File: src/hw/rssa_pkg.sv
/*
 * Shared constants and types for the rotate / subtract-with-borrow /
 * decrement-and-skip execution slice of the 8-bit core.
 * Assumes the core decodes instructions into rssa_op_t before issue.
 */
package rssa_pkg;

  // ****************************************
  // widths and bit positions
  // ****************************************
  localparam int unsigned DATA_W  = 8;
  localparam int unsigned MSB     = 7;
  localparam int unsigned LSB     = 0;
  localparam int unsigned NIB_MSB = 3;

  // ****************************************
  // reset values and the decrement step
  // ****************************************
  localparam logic [7:0] DATA_RST = 8'h00;
  localparam logic       FLAG_RST = 1'b0;
  localparam logic [7:0] ONE      = 8'h01;

  // ****************************************
  // timing: cycles of the dummy fetch on a skip
  // ****************************************
  localparam int unsigned SKIP_DUMMY_CYCLES = 1;

  // ****************************************
  // operations
  // ****************************************
  typedef enum logic [3:0] {
    OP_ROTATE_LEFT_CARRY_MEM,
    OP_ROTATE_LEFT_CARRY_TO_ACC,
    OP_ROTATE_RIGHT_MEM,
    OP_ROTATE_RIGHT_TO_ACC,
    OP_ROTATE_RIGHT_CARRY_MEM,
    OP_ROTATE_RIGHT_CARRY_TO_ACC,
    OP_SUBTRACT_BORROW_TO_ACC,
    OP_SUBTRACT_BORROW_TO_MEM,
    OP_DECREMENT_SKIP_ZERO_MEM,
    OP_DECREMENT_SKIP_ZERO_TO_ACC
  } rssa_op_t;

  typedef enum logic {
    ST_EXEC,
    ST_DUMMY
  } rssa_state_t;

endpackage

File: src/hw/rssa_alu.sv
/*
 * Execution slice for rotates, subtract-with-borrow and decrement-and-skip.
 * Assumes: the core presents one operation with its accumulator, memory
 * operand and carry, holds it only while op_ready is high, and applies the
 * registered write enables to the accumulator, data memory and flags.
 */
// Operation
// - memory rotate left through carry, carry only
// - accumulator rotate left carry, memory kept
// - memory rotate right, no flag changes
// - accumulator rotate right, memory and flags kept
// - memory rotate right through carry, carry only
// - accumulator rotate right carry, memory kept
// - acc minus operand minus not carry, flags
// - carry cleared on borrow, else set
// - same subtraction written into memory, flags
// - memory decrement, write back, no flags
// - zero result skips via dummy cycle
// - accumulator decrement, skip on zero, no flags
// - accumulator decrement keeps memory, skip one dummy cycle
`timescale 1ns/1ns
`default_nettype none

module rssa_alu
  import rssa_pkg::*;
(
  // clock and reset
  input  wire logic       ref_clk,
  input  wire logic       rst,
  // issue
  input  wire logic       op_valid,
  input  wire rssa_op_t   op_code,
  output logic            op_ready,
  // operands
  input  wire logic [7:0] accumulator,
  input  wire logic [7:0] mem_operand,
  input  wire logic       carry_flag,
  // accumulator write
  output logic      [7:0] acc_result,
  output logic            acc_we,
  // data memory write
  output logic      [7:0] mem_result,
  output logic            mem_we,
  // flag writes
  output logic            carry_result,
  output logic            carry_we,
  output logic            overflow_flag,
  output logic            auxiliary_carry_flag,
  output logic            zero_flag,
  output logic            arith_flags_we,
  // sequencing
  output logic            skip_req,
  output logic            op_done
);

  // ****************************************
  // helpers
  // ****************************************
  function automatic logic [8:0] rot_left_carry(input logic [7:0] v, input logic c);
    rot_left_carry = {v[MSB:LSB], c};           // {new carry, new byte}
  endfunction

  function automatic logic [8:0] rot_right_carry(input logic [7:0] v, input logic c);
    rot_right_carry = {v[LSB], c, v[MSB:LSB + 1]};
  endfunction

  function automatic logic [7:0] rot_right(input logic [7:0] v);
    rot_right = {v[LSB], v[MSB:LSB + 1]};
  endfunction

  // ****************************************
  // state
  // ****************************************
  rssa_state_t state_ff, nxt_state;
  logic        ready_ff, nxt_ready;
  logic [7:0]  acc_ff, nxt_acc;
  logic        acc_we_ff, nxt_acc_we;
  logic [7:0]  mem_ff, nxt_mem;
  logic        mem_we_ff, nxt_mem_we;
  logic        carry_ff, nxt_carry;
  logic        carry_we_ff, nxt_carry_we;
  logic        ov_ff, nxt_ov;
  logic        ac_ff, nxt_ac;
  logic        z_ff, nxt_z;
  logic        arith_we_ff, nxt_arith_we;
  logic        skip_ff, nxt_skip;
  logic        done_ff, nxt_done;

  logic [7:0]  sub_diff;
  logic        sub_carry;
  logic        sub_ac;
  logic        sub_ov;
  logic        sub_z;
  logic [8:0]  rot_tmp;
  logic [7:0]  dec_val;
  logic        take;

  rssa_subtractor u_sub (
    .minuend       (accumulator),
    .subtrahend    (mem_operand),
    .carry_in      (carry_flag),
    .difference    (sub_diff),
    .carry_out     (sub_carry),
    .aux_carry_out (sub_ac),
    .overflow_out  (sub_ov),
    .zero_out      (sub_z)
  );

  // ****************************************
  // next-value logic
  // ****************************************
  always_comb begin
    take         = op_valid && ready_ff;
    dec_val      = mem_operand - ONE;
    rot_tmp      = {FLAG_RST, DATA_RST};
    nxt_state    = ST_EXEC;
    nxt_acc      = acc_ff;
    nxt_mem      = mem_ff;
    nxt_carry    = carry_ff;
    nxt_ov       = ov_ff;
    nxt_ac       = ac_ff;
    nxt_z        = z_ff;
    nxt_acc_we   = 1'b0;
    nxt_mem_we   = 1'b0;
    nxt_carry_we = 1'b0;
    nxt_arith_we = 1'b0;
    nxt_skip     = 1'b0;
    nxt_done     = 1'b0;
    // only one dummy cycle is needed, so the dummy state always returns
    if (state_ff == ST_DUMMY) begin
      nxt_done = 1'b1;
    end else if (take) begin
      nxt_done = 1'b1;
      unique case (op_code)
        OP_ROTATE_LEFT_CARRY_MEM: begin
          rot_tmp      = rot_left_carry(mem_operand, carry_flag);
          nxt_mem      = rot_tmp[MSB:LSB];
          nxt_carry    = rot_tmp[DATA_W];
          nxt_mem_we   = 1'b1;
          nxt_carry_we = 1'b1;
        end
        OP_ROTATE_LEFT_CARRY_TO_ACC: begin
          rot_tmp      = rot_left_carry(mem_operand, carry_flag);
          nxt_acc      = rot_tmp[MSB:LSB];
          nxt_carry    = rot_tmp[DATA_W];
          nxt_acc_we   = 1'b1;
          nxt_carry_we = 1'b1;
        end
        OP_ROTATE_RIGHT_MEM: begin
          nxt_mem    = rot_right(mem_operand);
          nxt_mem_we = 1'b1;
        end
        OP_ROTATE_RIGHT_TO_ACC: begin
          nxt_acc    = rot_right(mem_operand);
          nxt_acc_we = 1'b1;
        end
        OP_ROTATE_RIGHT_CARRY_MEM: begin
          rot_tmp      = rot_right_carry(mem_operand, carry_flag);
          nxt_mem      = rot_tmp[MSB:LSB];
          nxt_carry    = rot_tmp[DATA_W];
          nxt_mem_we   = 1'b1;
          nxt_carry_we = 1'b1;
        end
        OP_ROTATE_RIGHT_CARRY_TO_ACC: begin
          rot_tmp      = rot_right_carry(mem_operand, carry_flag);
          nxt_acc      = rot_tmp[MSB:LSB];
          nxt_carry    = rot_tmp[DATA_W];
          nxt_acc_we   = 1'b1;
          nxt_carry_we = 1'b1;
        end
        OP_SUBTRACT_BORROW_TO_ACC, OP_SUBTRACT_BORROW_TO_MEM: begin
          nxt_acc      = sub_diff;
          nxt_mem      = sub_diff;
          nxt_acc_we   = (op_code == OP_SUBTRACT_BORROW_TO_ACC);
          nxt_mem_we   = (op_code == OP_SUBTRACT_BORROW_TO_MEM);
          nxt_carry    = sub_carry;
          nxt_ov       = sub_ov;
          nxt_ac       = sub_ac;
          nxt_z        = sub_z;
          nxt_carry_we = 1'b1;
          nxt_arith_we = 1'b1;
        end
        OP_DECREMENT_SKIP_ZERO_MEM, OP_DECREMENT_SKIP_ZERO_TO_ACC: begin
          nxt_mem    = dec_val;
          nxt_acc    = dec_val;
          nxt_mem_we = (op_code == OP_DECREMENT_SKIP_ZERO_MEM);
          nxt_acc_we = (op_code == OP_DECREMENT_SKIP_ZERO_TO_ACC);
          nxt_skip   = (dec_val == DATA_RST);
          // a non-zero result finishes at once; zero waits out the dummy fetch
          nxt_done   = (dec_val != DATA_RST);
          nxt_state  = (dec_val == DATA_RST) ? ST_DUMMY : ST_EXEC;
        end
        default: begin
          nxt_done = 1'b0;
        end
      endcase
    end
    nxt_ready = (nxt_state == ST_EXEC);
  end

  // ****************************************
  // registers
  // ****************************************
  always_ff @(posedge ref_clk) begin
    if (rst) begin
      state_ff    <= ST_EXEC;
      ready_ff    <= 1'b1;
      acc_ff      <= DATA_RST;
      mem_ff      <= DATA_RST;
      carry_ff    <= FLAG_RST;
      ov_ff       <= FLAG_RST;
      ac_ff       <= FLAG_RST;
      z_ff        <= FLAG_RST;
      acc_we_ff   <= 1'b0;
      mem_we_ff   <= 1'b0;
      carry_we_ff <= 1'b0;
      arith_we_ff <= 1'b0;
      skip_ff     <= 1'b0;
      done_ff     <= 1'b0;
    end else begin
      state_ff    <= nxt_state;
      ready_ff    <= nxt_ready;
      acc_ff      <= nxt_acc;
      mem_ff      <= nxt_mem;
      carry_ff    <= nxt_carry;
      ov_ff       <= nxt_ov;
      ac_ff       <= nxt_ac;
      z_ff        <= nxt_z;
      acc_we_ff   <= nxt_acc_we;
      mem_we_ff   <= nxt_mem_we;
      carry_we_ff <= nxt_carry_we;
      arith_we_ff <= nxt_arith_we;
      skip_ff     <= nxt_skip;
      done_ff     <= nxt_done;
    end
  end

  // ****************************************
  // outputs
  // ****************************************
  assign op_ready             = ready_ff;
  assign acc_result           = acc_ff;
  assign acc_we               = acc_we_ff;
  assign mem_result           = mem_ff;
  assign mem_we               = mem_we_ff;
  assign carry_result         = carry_ff;
  assign carry_we             = carry_we_ff;
  assign overflow_flag        = ov_ff;
  assign auxiliary_carry_flag = ac_ff;
  assign zero_flag            = z_ff;
  assign arith_flags_we       = arith_we_ff;
  assign skip_req             = skip_ff;
  assign op_done              = done_ff;

endmodule

`default_nettype wire

File: src/hw/rssa_subtractor.sv
/*
 * Subtract-with-borrow arithmetic: acc - operand - not(carry).
 * Purely combinational; the caller registers the results.
 */
`timescale 1ns/1ns
`default_nettype none

module rssa_subtractor
  import rssa_pkg::*;
(
  // operands
  input  wire logic [7:0] minuend,
  input  wire logic [7:0] subtrahend,
  input  wire logic       carry_in,
  // results
  output logic      [7:0] difference,
  output logic            carry_out,
  output logic            aux_carry_out,
  output logic            overflow_out,
  output logic            zero_out
);

  logic [8:0] full_sum;
  logic [4:0] low_sum;

  // two's complement add of the inverted operand; carry set means no borrow
  always_comb begin
    full_sum      = {1'b0, minuend} + {1'b0, ~subtrahend} + {8'h00, carry_in};
    low_sum       = {1'b0, minuend[NIB_MSB:LSB]} + {1'b0, ~subtrahend[NIB_MSB:LSB]} + {4'h0, carry_in};
    difference    = full_sum[MSB:LSB];
    carry_out     = full_sum[DATA_W];
    aux_carry_out = low_sum[NIB_MSB + 1];
    overflow_out  = (minuend[MSB] != subtrahend[MSB]) && (full_sum[MSB] != minuend[MSB]);
    zero_out      = (full_sum[MSB:LSB] == DATA_RST);
  end

endmodule

`default_nettype wire

File: config.mk
export PLATFORM = sky130hd
export DESIGN_NAME = rssa_alu
export DESIGN_NICKNAME = d
export VERILOG_FILES = /design/src/hw/rssa_pkg.sv /design/src/hw/rssa_alu.sv /design/src/hw/rssa_subtractor.sv
export SDC_FILE = /design/constraint.sdc
export NUM_CORES = 1
export LEC_CHECK = 0
export ABC_AREA = 1
export BUFFER_PORTS_ARGS = -buffer_cell sky130_fd_sc_hd__buf_2
export CORE_MARGIN = 5
export CORE_UTILIZATION = 55
export DETAILED_ROUTE_END_ITERATION = 8
export HOLD_SLACK_MARGIN = 0.15
export PLACE_DENSITY = 0.91
export RECOVER_POWER = 50
export SLEW_MARGIN = 20
export SYNTH_ARGS = -nofsm -noshare
export SYNTH_HDL_FRONTEND = slang
export SYNTH_HIERARCHICAL = 1
export SYNTH_SLANG_ARGS = --single-unit
File: constraint.sdc
create_clock -name ref_clk -period 5.3 [get_ports ref_clk]
set_input_delay 0.53 -clock ref_clk [delete_from_list [all_inputs] [get_ports ref_clk]]
set_output_delay 0.53 -clock ref_clk [all_outputs]
set_load 0.01 [all_outputs]
* Word level (Yosys, flattened, before mapping)
Cells that the tools add are included.
** Word-level totals
- Register bits :: 28
- Latch bits :: 0
- Bits in writable memories :: 0
- Bits in read-only memories :: 0
- Input bits :: 24
- Output and inout port bits :: 27
- Word-level logic and storage cells :: 73
- Memories kept :: 0
** Cells by class
- $add $sub $neg :: 5
- $mul :: 0
- Divide/modulo/power cells :: 0
- $lt $le $gt $ge :: 0
- Equal/unequal tests :: 11
- Shift-type cells :: 0
- Multiplexer cells :: 14
- Bitwise logic cells :: 6
- Reduce and logical (&&, ||, !) cells :: 23
** Operators by type and width (count)
- case mux 8 bit (5 select lines) :: 2
- equality test 4 x 3 -> 1 bit, second input constant :: 4
- logical NOT 8 bit :: 2
- AND reduction 3 bit :: 4
- nonzero test 5 bit :: 2
- adder 8 x 8 -> 9 bit :: 1
- adder 9 x 1 -> 9 bit :: 1
- case mux 1 bit (3 select lines) :: 3
- OR reduction 3 bit :: 3
- equality test 4 x 2 -> 1 bit, second input constant :: 2
- equality test 4 bit, second input constant :: 2
- two-way mux 1 bit :: 8
- inverter 8 bit :: 1
- nonzero test 8 bit :: 1
- OR reduction 2 bit :: 4
- OR reduction 8 bit :: 1
- subtractor 8 x 1 -> 8 bit, second input constant :: 1
- OR reduction 6 bit :: 1
- adder 4 x 4 -> 5 bit :: 1
- adder 5 x 1 -> 5 bit :: 1
- equality test 4 x 1 -> 1 bit, second input constant :: 1
- logical NOT 4 bit :: 1
- inverter 1 bit :: 4
- inverter 4 bit :: 1
- other kinds (5) :: 7

* Depth between registers and ports, before layout
- Word-level depth :: 7
- Gate-level depth with buffers :: 15
- Gate-level depth less buffers :: 15

* Modules after synthesis
Netlist, hierarchy kept.
** By module, submodules not included
- rssa_alu :: times used 1, cells an instance 224, area each 1589.0 um^2, sequential area each 560.5 um^2
- rssa_subtractor :: times used 1, cells an instance 99, area each 525.5 um^2, sequential area each 0.0 um^2

* Worst setup path after synthesis
No wires, ideal clock.
- Path type :: input to register
- From :: input mem_operand[0]
- To :: register acc_ff[6] (netlist: acc_result[6])
- Setup time :: 0.128 ns
- Data arrival time :: 1.949 ns
- Required time :: 5.172 ns
- Slack :: 3.223 ns
- Stages :: 14
- Path buffers :: 0
- Path through :: inv_1 > fa_1 > inv_1 > fa_1 > inv_1 > nand2_1 > nand2_1 > nand3_1 > nand2_1 > nand2_1 > nand2_1 > inv_1 > a22oi_1 > a31oi_1
** On the way
- Longest elaborated chain between the ends :: 4
- Elaborated cells on any way between the ends :: 5
- Classes of those cells :: 3 x add/sub; 1 x mux; 1 x bitwise
** RTL lines
- start, declared :: RTL line rssa_alu.sv:36 : input wire logic [7:0] mem_operand,
- inverter 8 bit :: RTL line rssa_subtractor.sv:28 : full_sum = {1'b0, minuend} + {1'b0, ~subtrahend} + {8'h00, carry_in};
- adder 8 x 8 -> 9 bit :: RTL line rssa_subtractor.sv:28
- adder 9 x 1 -> 9 bit :: RTL line rssa_subtractor.sv:28
- via sub_diff[6] :: RTL line rssa_alu.sv:89 : logic [7:0] sub_diff;
- case mux 8 bit (5 select lines) :: RTL line rssa_alu.sv:134 : unique case (op_code)
- end signal, assigned :: RTL line rssa_alu.sv:223 : acc_ff <= nxt_acc;
- end, declared :: RTL line rssa_alu.sv:76 : logic [7:0] acc_ff, nxt_acc;
The timed path passes the listed nets, and every way through them passes these cells.
A chain may end at the register's enable or synchronous reset.

* Final worst setup path
- From :: input mem_operand[0]
- To :: register mem_ff[6] (netlist: mem_result[6])
** On the way
- Longest elaborated chain between the ends :: 4
- Elaborated cells on any way between the ends :: 5
- Classes of those cells :: 3 x add/sub; 1 x mux; 1 x bitwise
** RTL lines
- inverter 8 bit :: RTL line rssa_subtractor.sv:28
- adder 8 x 8 -> 9 bit :: RTL line rssa_subtractor.sv:28
- adder 9 x 1 -> 9 bit :: RTL line rssa_subtractor.sv:28
- via sub_diff[6] :: RTL line rssa_alu.sv:89
- case mux 8 bit (5 select lines) :: RTL line rssa_alu.sv:134
- end signal, assigned :: RTL line rssa_alu.sv:224 : mem_ff <= nxt_mem;
- end, declared :: RTL line rssa_alu.sv:78 : logic [7:0] mem_ff, nxt_mem;
The timed path passes the listed nets, and every way through them passes these cells.

==> impl_metrics.yaml <==
outcome:
  status: "complete, no violations"
clocking:
  cts-root-to-sink-buffers: 2
  tritoncts: "yes"
  tritoncts_num_sinks: 28
  cts_made_buffers: 3
  post-cts-setup-buffers: 0
  worst_skew_pair.late_latency_ps: 280
  cts_repair_resize_count: 0
  cts_hold_buffers: 0
  cts-htree-levels: 1
  buffer_cell_driving_the_clock_tree_root: "sky130_fd_sc_hd__clkbuf_8"
  post_cts_clock_slew_at_the_launch_and_capture_registers_of_the_worst_setup_and_hold_paths_ps: 100
place:
  dp.final_hpwl_mm: 4.26
  place_congestion: 0.873
  io_buffer_count: 50
routing:
  firstDrtPassIters: 8
  dr_total_vias: 2301
  routedWlPerCell_um: 13.0
  ant_nets: 0
  routed_wl_mm: 5.44
  route.detailed.drc: 0
  vias_per_cell: 5.48
  drt_iter0_drc: 165
timing:
  rsz0062_at_grt: "no"
  fmaxAchievable_ghz: 0.451
  maxSlewHeadroom_pct: 59.4
  final_period_minus_worst_setup_slack_ps: 2220
  slew_viol_final: 0
  worst-slew-pin-transition_ps: 608
  setup_violations: 0
  fin_crit_sh_pct: 41.8
  holdWs_ps: 453
  fin_worst_skew_ps: 4.50
  fin_tns_setup_ps: 0
  hold_violations: 0
yosys:
  ys_seq_elements: 28
  netlist-cell-type-count: 35
  synthMuxAreaShare_pct: 0
  synth-seq-area-share_pct: 26.5
  synthesis.nets: 358
  compound_gate_fraction_of_synth_area_pct: 22.0
  netlist_instances: 323
  syn_area_mm2: 0.00211
  synth_top_family_by_area: "simple AND/OR/NAND/NOR gates"
  post_synth.cell_area_avg_um2: 6.55
  fraction_of_synthesized_cell_area_in_xor_and_xnor_cells_pct: 0
  yosys.area_share.adder_pct: 7.22
  synth-simple-area-share_pct: 32.2
  ys_warn_count: 6
power:
  max-vdd-ir-drop_mv: 0.120
  powerDensity_mw_per_mm2: 235
  p_leak_nw: 1.21
die:
  initial_utilization_pct: 57.3
  die_width_um: 72.0
  design.die.area_mm2: 0.00518
  design.core.area_mm2: 0.00369
  rows: 22
  pin_count: 51
  die_y_um: 72.0
critical_path:
  cp.arrival_ps: 2370
  cpMaxStageDelayCell: "sky130_fd_sc_hd__fa_1"
  timing.critical_path.required_ps: 5450
  top_cell_by_count_worst_path: "sky130_fd_sc_hd__nand2_1"
  cp-start-kind: "input port"
  timing.critical_path.slowest_cell_delay_ps: 390
  cp_cell_sequence: "buf_2, inv_1, fa_1, inv_1, fa_1, inv_1, nand2_1, nand2_1, nand3_1, nand2_1, nand2_1, nand2_1, inv_1, a22oi_1, a31oi_1"
  critPathMaxFanout: 6
  critical_path_class: "in -> reg"
  endpoint_kind: "register"
  critical-path-top-delay-family: "adder cells"
  cp.buffers_inverters: 5
cells_and_area:
  drive_above_1_share_pct: 15.9
  final_net_count: 408
  num_antenna_cells: 0
  synthToLayoutAreaGrowth_pct: 14.9
grt:
  grt-ovfl-total: 0
  grt_antenna_before_repair: 0
  vias_in_the_first_global_route: 2051
  global_route_wire_length_before_repair_mm: 8.81
  groute.usage.overall_pct: 20.7
  maximum_number_of_pins_on_one_net_before_global_route_repair: 21
worst_hold_path:
  path_type_of_the_worst_min_delay_path: "in -> reg"
job:
  number_of_max_cap_violations: 0
[Yosys cell counts]
master | number | area, um2
sky130_fd_sc_hd__nand2_1 | 60 | 225
sky130_fd_sc_hd__o21ai_0 | 17 | 85.1
sky130_fd_sc_hd__o21ai_2 | 3 | 26.3
sky130_fd_sc_hd__nor2_8 | 1 | 20.0
sky130_fd_sc_hd__dfxtp_1 | 28 | 561
sky130_fd_sc_hd__o22ai_1 | 3 | 18.8
sky130_fd_sc_hd__nand3_1 | 17 | 85.1
sky130_fd_sc_hd__a31oi_1 | 8 | 50.1
sky130_fd_sc_hd__buf_1 | 1 | 3.75
sky130_fd_sc_hd__a21oi_1 | 22 | 110
sky130_fd_sc_hd__o21ai_1 | 4 | 20.0
sky130_fd_sc_hd__inv_2 | 3 | 11.3
sky130_fd_sc_hd__a221oi_1 | 5 | 43.8
sky130_fd_sc_hd__a22oi_1 | 8 | 60.1
sky130_fd_sc_hd__a21oi_4 | 1 | 16.3
sky130_fd_sc_hd__nor2_1 | 37 | 139
sky130_fd_sc_hd__buf_6 | 2 | 22.5
sky130_fd_sc_hd__nand2_2 | 11 | 68.8
sky130_fd_sc_hd__o2111ai_1 | 2 | 17.5
sky130_fd_sc_hd__fa_1 | 2 | 40.0
sky130_fd_sc_hd__nand3_2 | 2 | 20.0
sky130_fd_sc_hd__ha_1 | 9 | 113
sky130_fd_sc_hd__nand3b_1 | 1 | 7.51
sky130_fd_sc_hd__nand4_1 | 2 | 12.5
sky130_fd_sc_hd__nor3_1 | 4 | 20.0
sky130_fd_sc_hd__nor2_4 | 1 | 11.3
sky130_fd_sc_hd__nand2_4 | 3 | 33.8
sky130_fd_sc_hd__buf_2 | 1 | 5.00
sky130_fd_sc_hd__clkbuf_1 | 1 | 3.75
sky130_fd_sc_hd__a21oi_2 | 1 | 8.76
sky130_fd_sc_hd__or2_1 | 1 | 6.26
sky130_fd_sc_hd__inv_1 | 55 | 206
sky130_fd_sc_hd__a21o_1 | 1 | 7.51
sky130_fd_sc_hd__clkinv_1 | 1 | 3.75
sky130_fd_sc_hd__nor2_2 | 5 | 31.3
[metrics by stage]
| stage | instance area, um2 | utilization (%) | instances | power (mW) | setup WS, ps |
|---|---|---|---|---|---|
| after floorplan | 2110 | - | 323 | 0.356 | 3220 |
| after global placement | 2390 | 64.8 | 416 | 0.401 | 2920 |
| after detailed placement | 2390 | 64.8 | 416 | 0.407 | 2830 |
| after CTS | 2460 | 66.7 | 420 | 0.575 | 3120 |
| after global routing | 2430 | 65.8 | 420 | 0.604 | 2910 |
| final | 2430 | 65.8 | 420 | 0.571 | 3080 |
[routing by layer]
metal / wire [um] / up-vias / global-route usage (%)
met1: 2250 / 1041 / 26.3
met4: 65 / 0 / 5.43
met5: 0 / - / 0
met2: 2670 / 96 / 35.9
li1: - / 1155 / -
met3: 462 / 9 / 3.88
[state kept, by name, indices dropped and copies added, names as in the netlist]
name	flops
carry_we	1
state_ff	1
mem_we	1
carry_result	1
acc_result	8
mem_result	8
arith_flags_we	1
auxiliary_carry_flag	1
op_ready	1
op_done	1
acc_we	1
zero_flag	1
skip_req	1
overflow_flag	1
[cell families after synthesis]
kind of cell	count (synthesis)
AO/OA/AOI/OAI	75
AND/OR/NAND/NOR	145
buffers and inverters	64
flip-flops	28
adder cells (fa/ha/maj)	11
[where the power goes]
part	switching, mW	internal (mW)	total (mW)
Clock	0.0674	0.101	0.169
Sequential	0.00642	0.223	0.230
Combinational	0.112	0.0601	0.173
[placed cells by master (no fill, tap or decap), types with 3 or more instances in the layout]
cell                       Yosys  layout
sky130_fd_sc_hd__dfxtp_1      28      28
sky130_fd_sc_hd__nand2_2      11      11
sky130_fd_sc_hd__nand3_1      17      17
sky130_fd_sc_hd__nand2_4       3       3
sky130_fd_sc_hd__inv_1        55      55
sky130_fd_sc_hd__o21ai_2       3       3
sky130_fd_sc_hd__o21ai_0      17      17
sky130_fd_sc_hd__inv_2         3       3
sky130_fd_sc_hd__nand2_1      60      60
sky130_fd_sc_hd__clkbuf_8      0       3
sky130_fd_sc_hd__a31oi_1       8       8
sky130_fd_sc_hd__a21oi_1      22      22
sky130_fd_sc_hd__o22ai_1       3       3
sky130_fd_sc_hd__o21ai_1       4       4
sky130_fd_sc_hd__buf_2         1      24
sky130_fd_sc_hd__clkbuf_1      1      26
sky130_fd_sc_hd__a221oi_1      5       5
sky130_fd_sc_hd__a22oi_1       8       8
sky130_fd_sc_hd__nor2_1       37      37
sky130_fd_sc_hd__ha_1          9       9
sky130_fd_sc_hd__nor3_1        4       4
sky130_fd_sc_hd__nor2_2        5       5
[final timing paths]
path	startpoint	endpoint	slack [ps]	cells after the start
max	mem_operand[0]	mem_result[6]	3080	15
min reg2reg	state_ff	op_done	470	2
max reg2reg	op_ready	mem_result[2]	3730	6
min	rst	carry_we	450	2
[final cells by class]
cell class | instances | area (um2)
clock buffer | 3 | 41.3
clock inverter | 1 | 30.0
fill | 350 | 1260
inverter | 59 | 221
multi-input combinational | 231 | 1300
sequential | 28 | 561
tap | 48 | 60.1
timing repair buffer | 50 | 218
[worst reg2reg max path: stages, from the launching register on]
cell and delay [ps]:
sky130_fd_sc_hd__dfxtp_1 340, sky130_fd_sc_hd__nand2_1 70, sky130_fd_sc_hd__nor2_1 270, sky130_fd_sc_hd__inv_1 140, sky130_fd_sc_hd__a21oi_4 370, sky130_fd_sc_hd__o21ai_0 130
sky130_fd_sc_hd__a31oi_1 180
(Power assumes the default switching activity.)
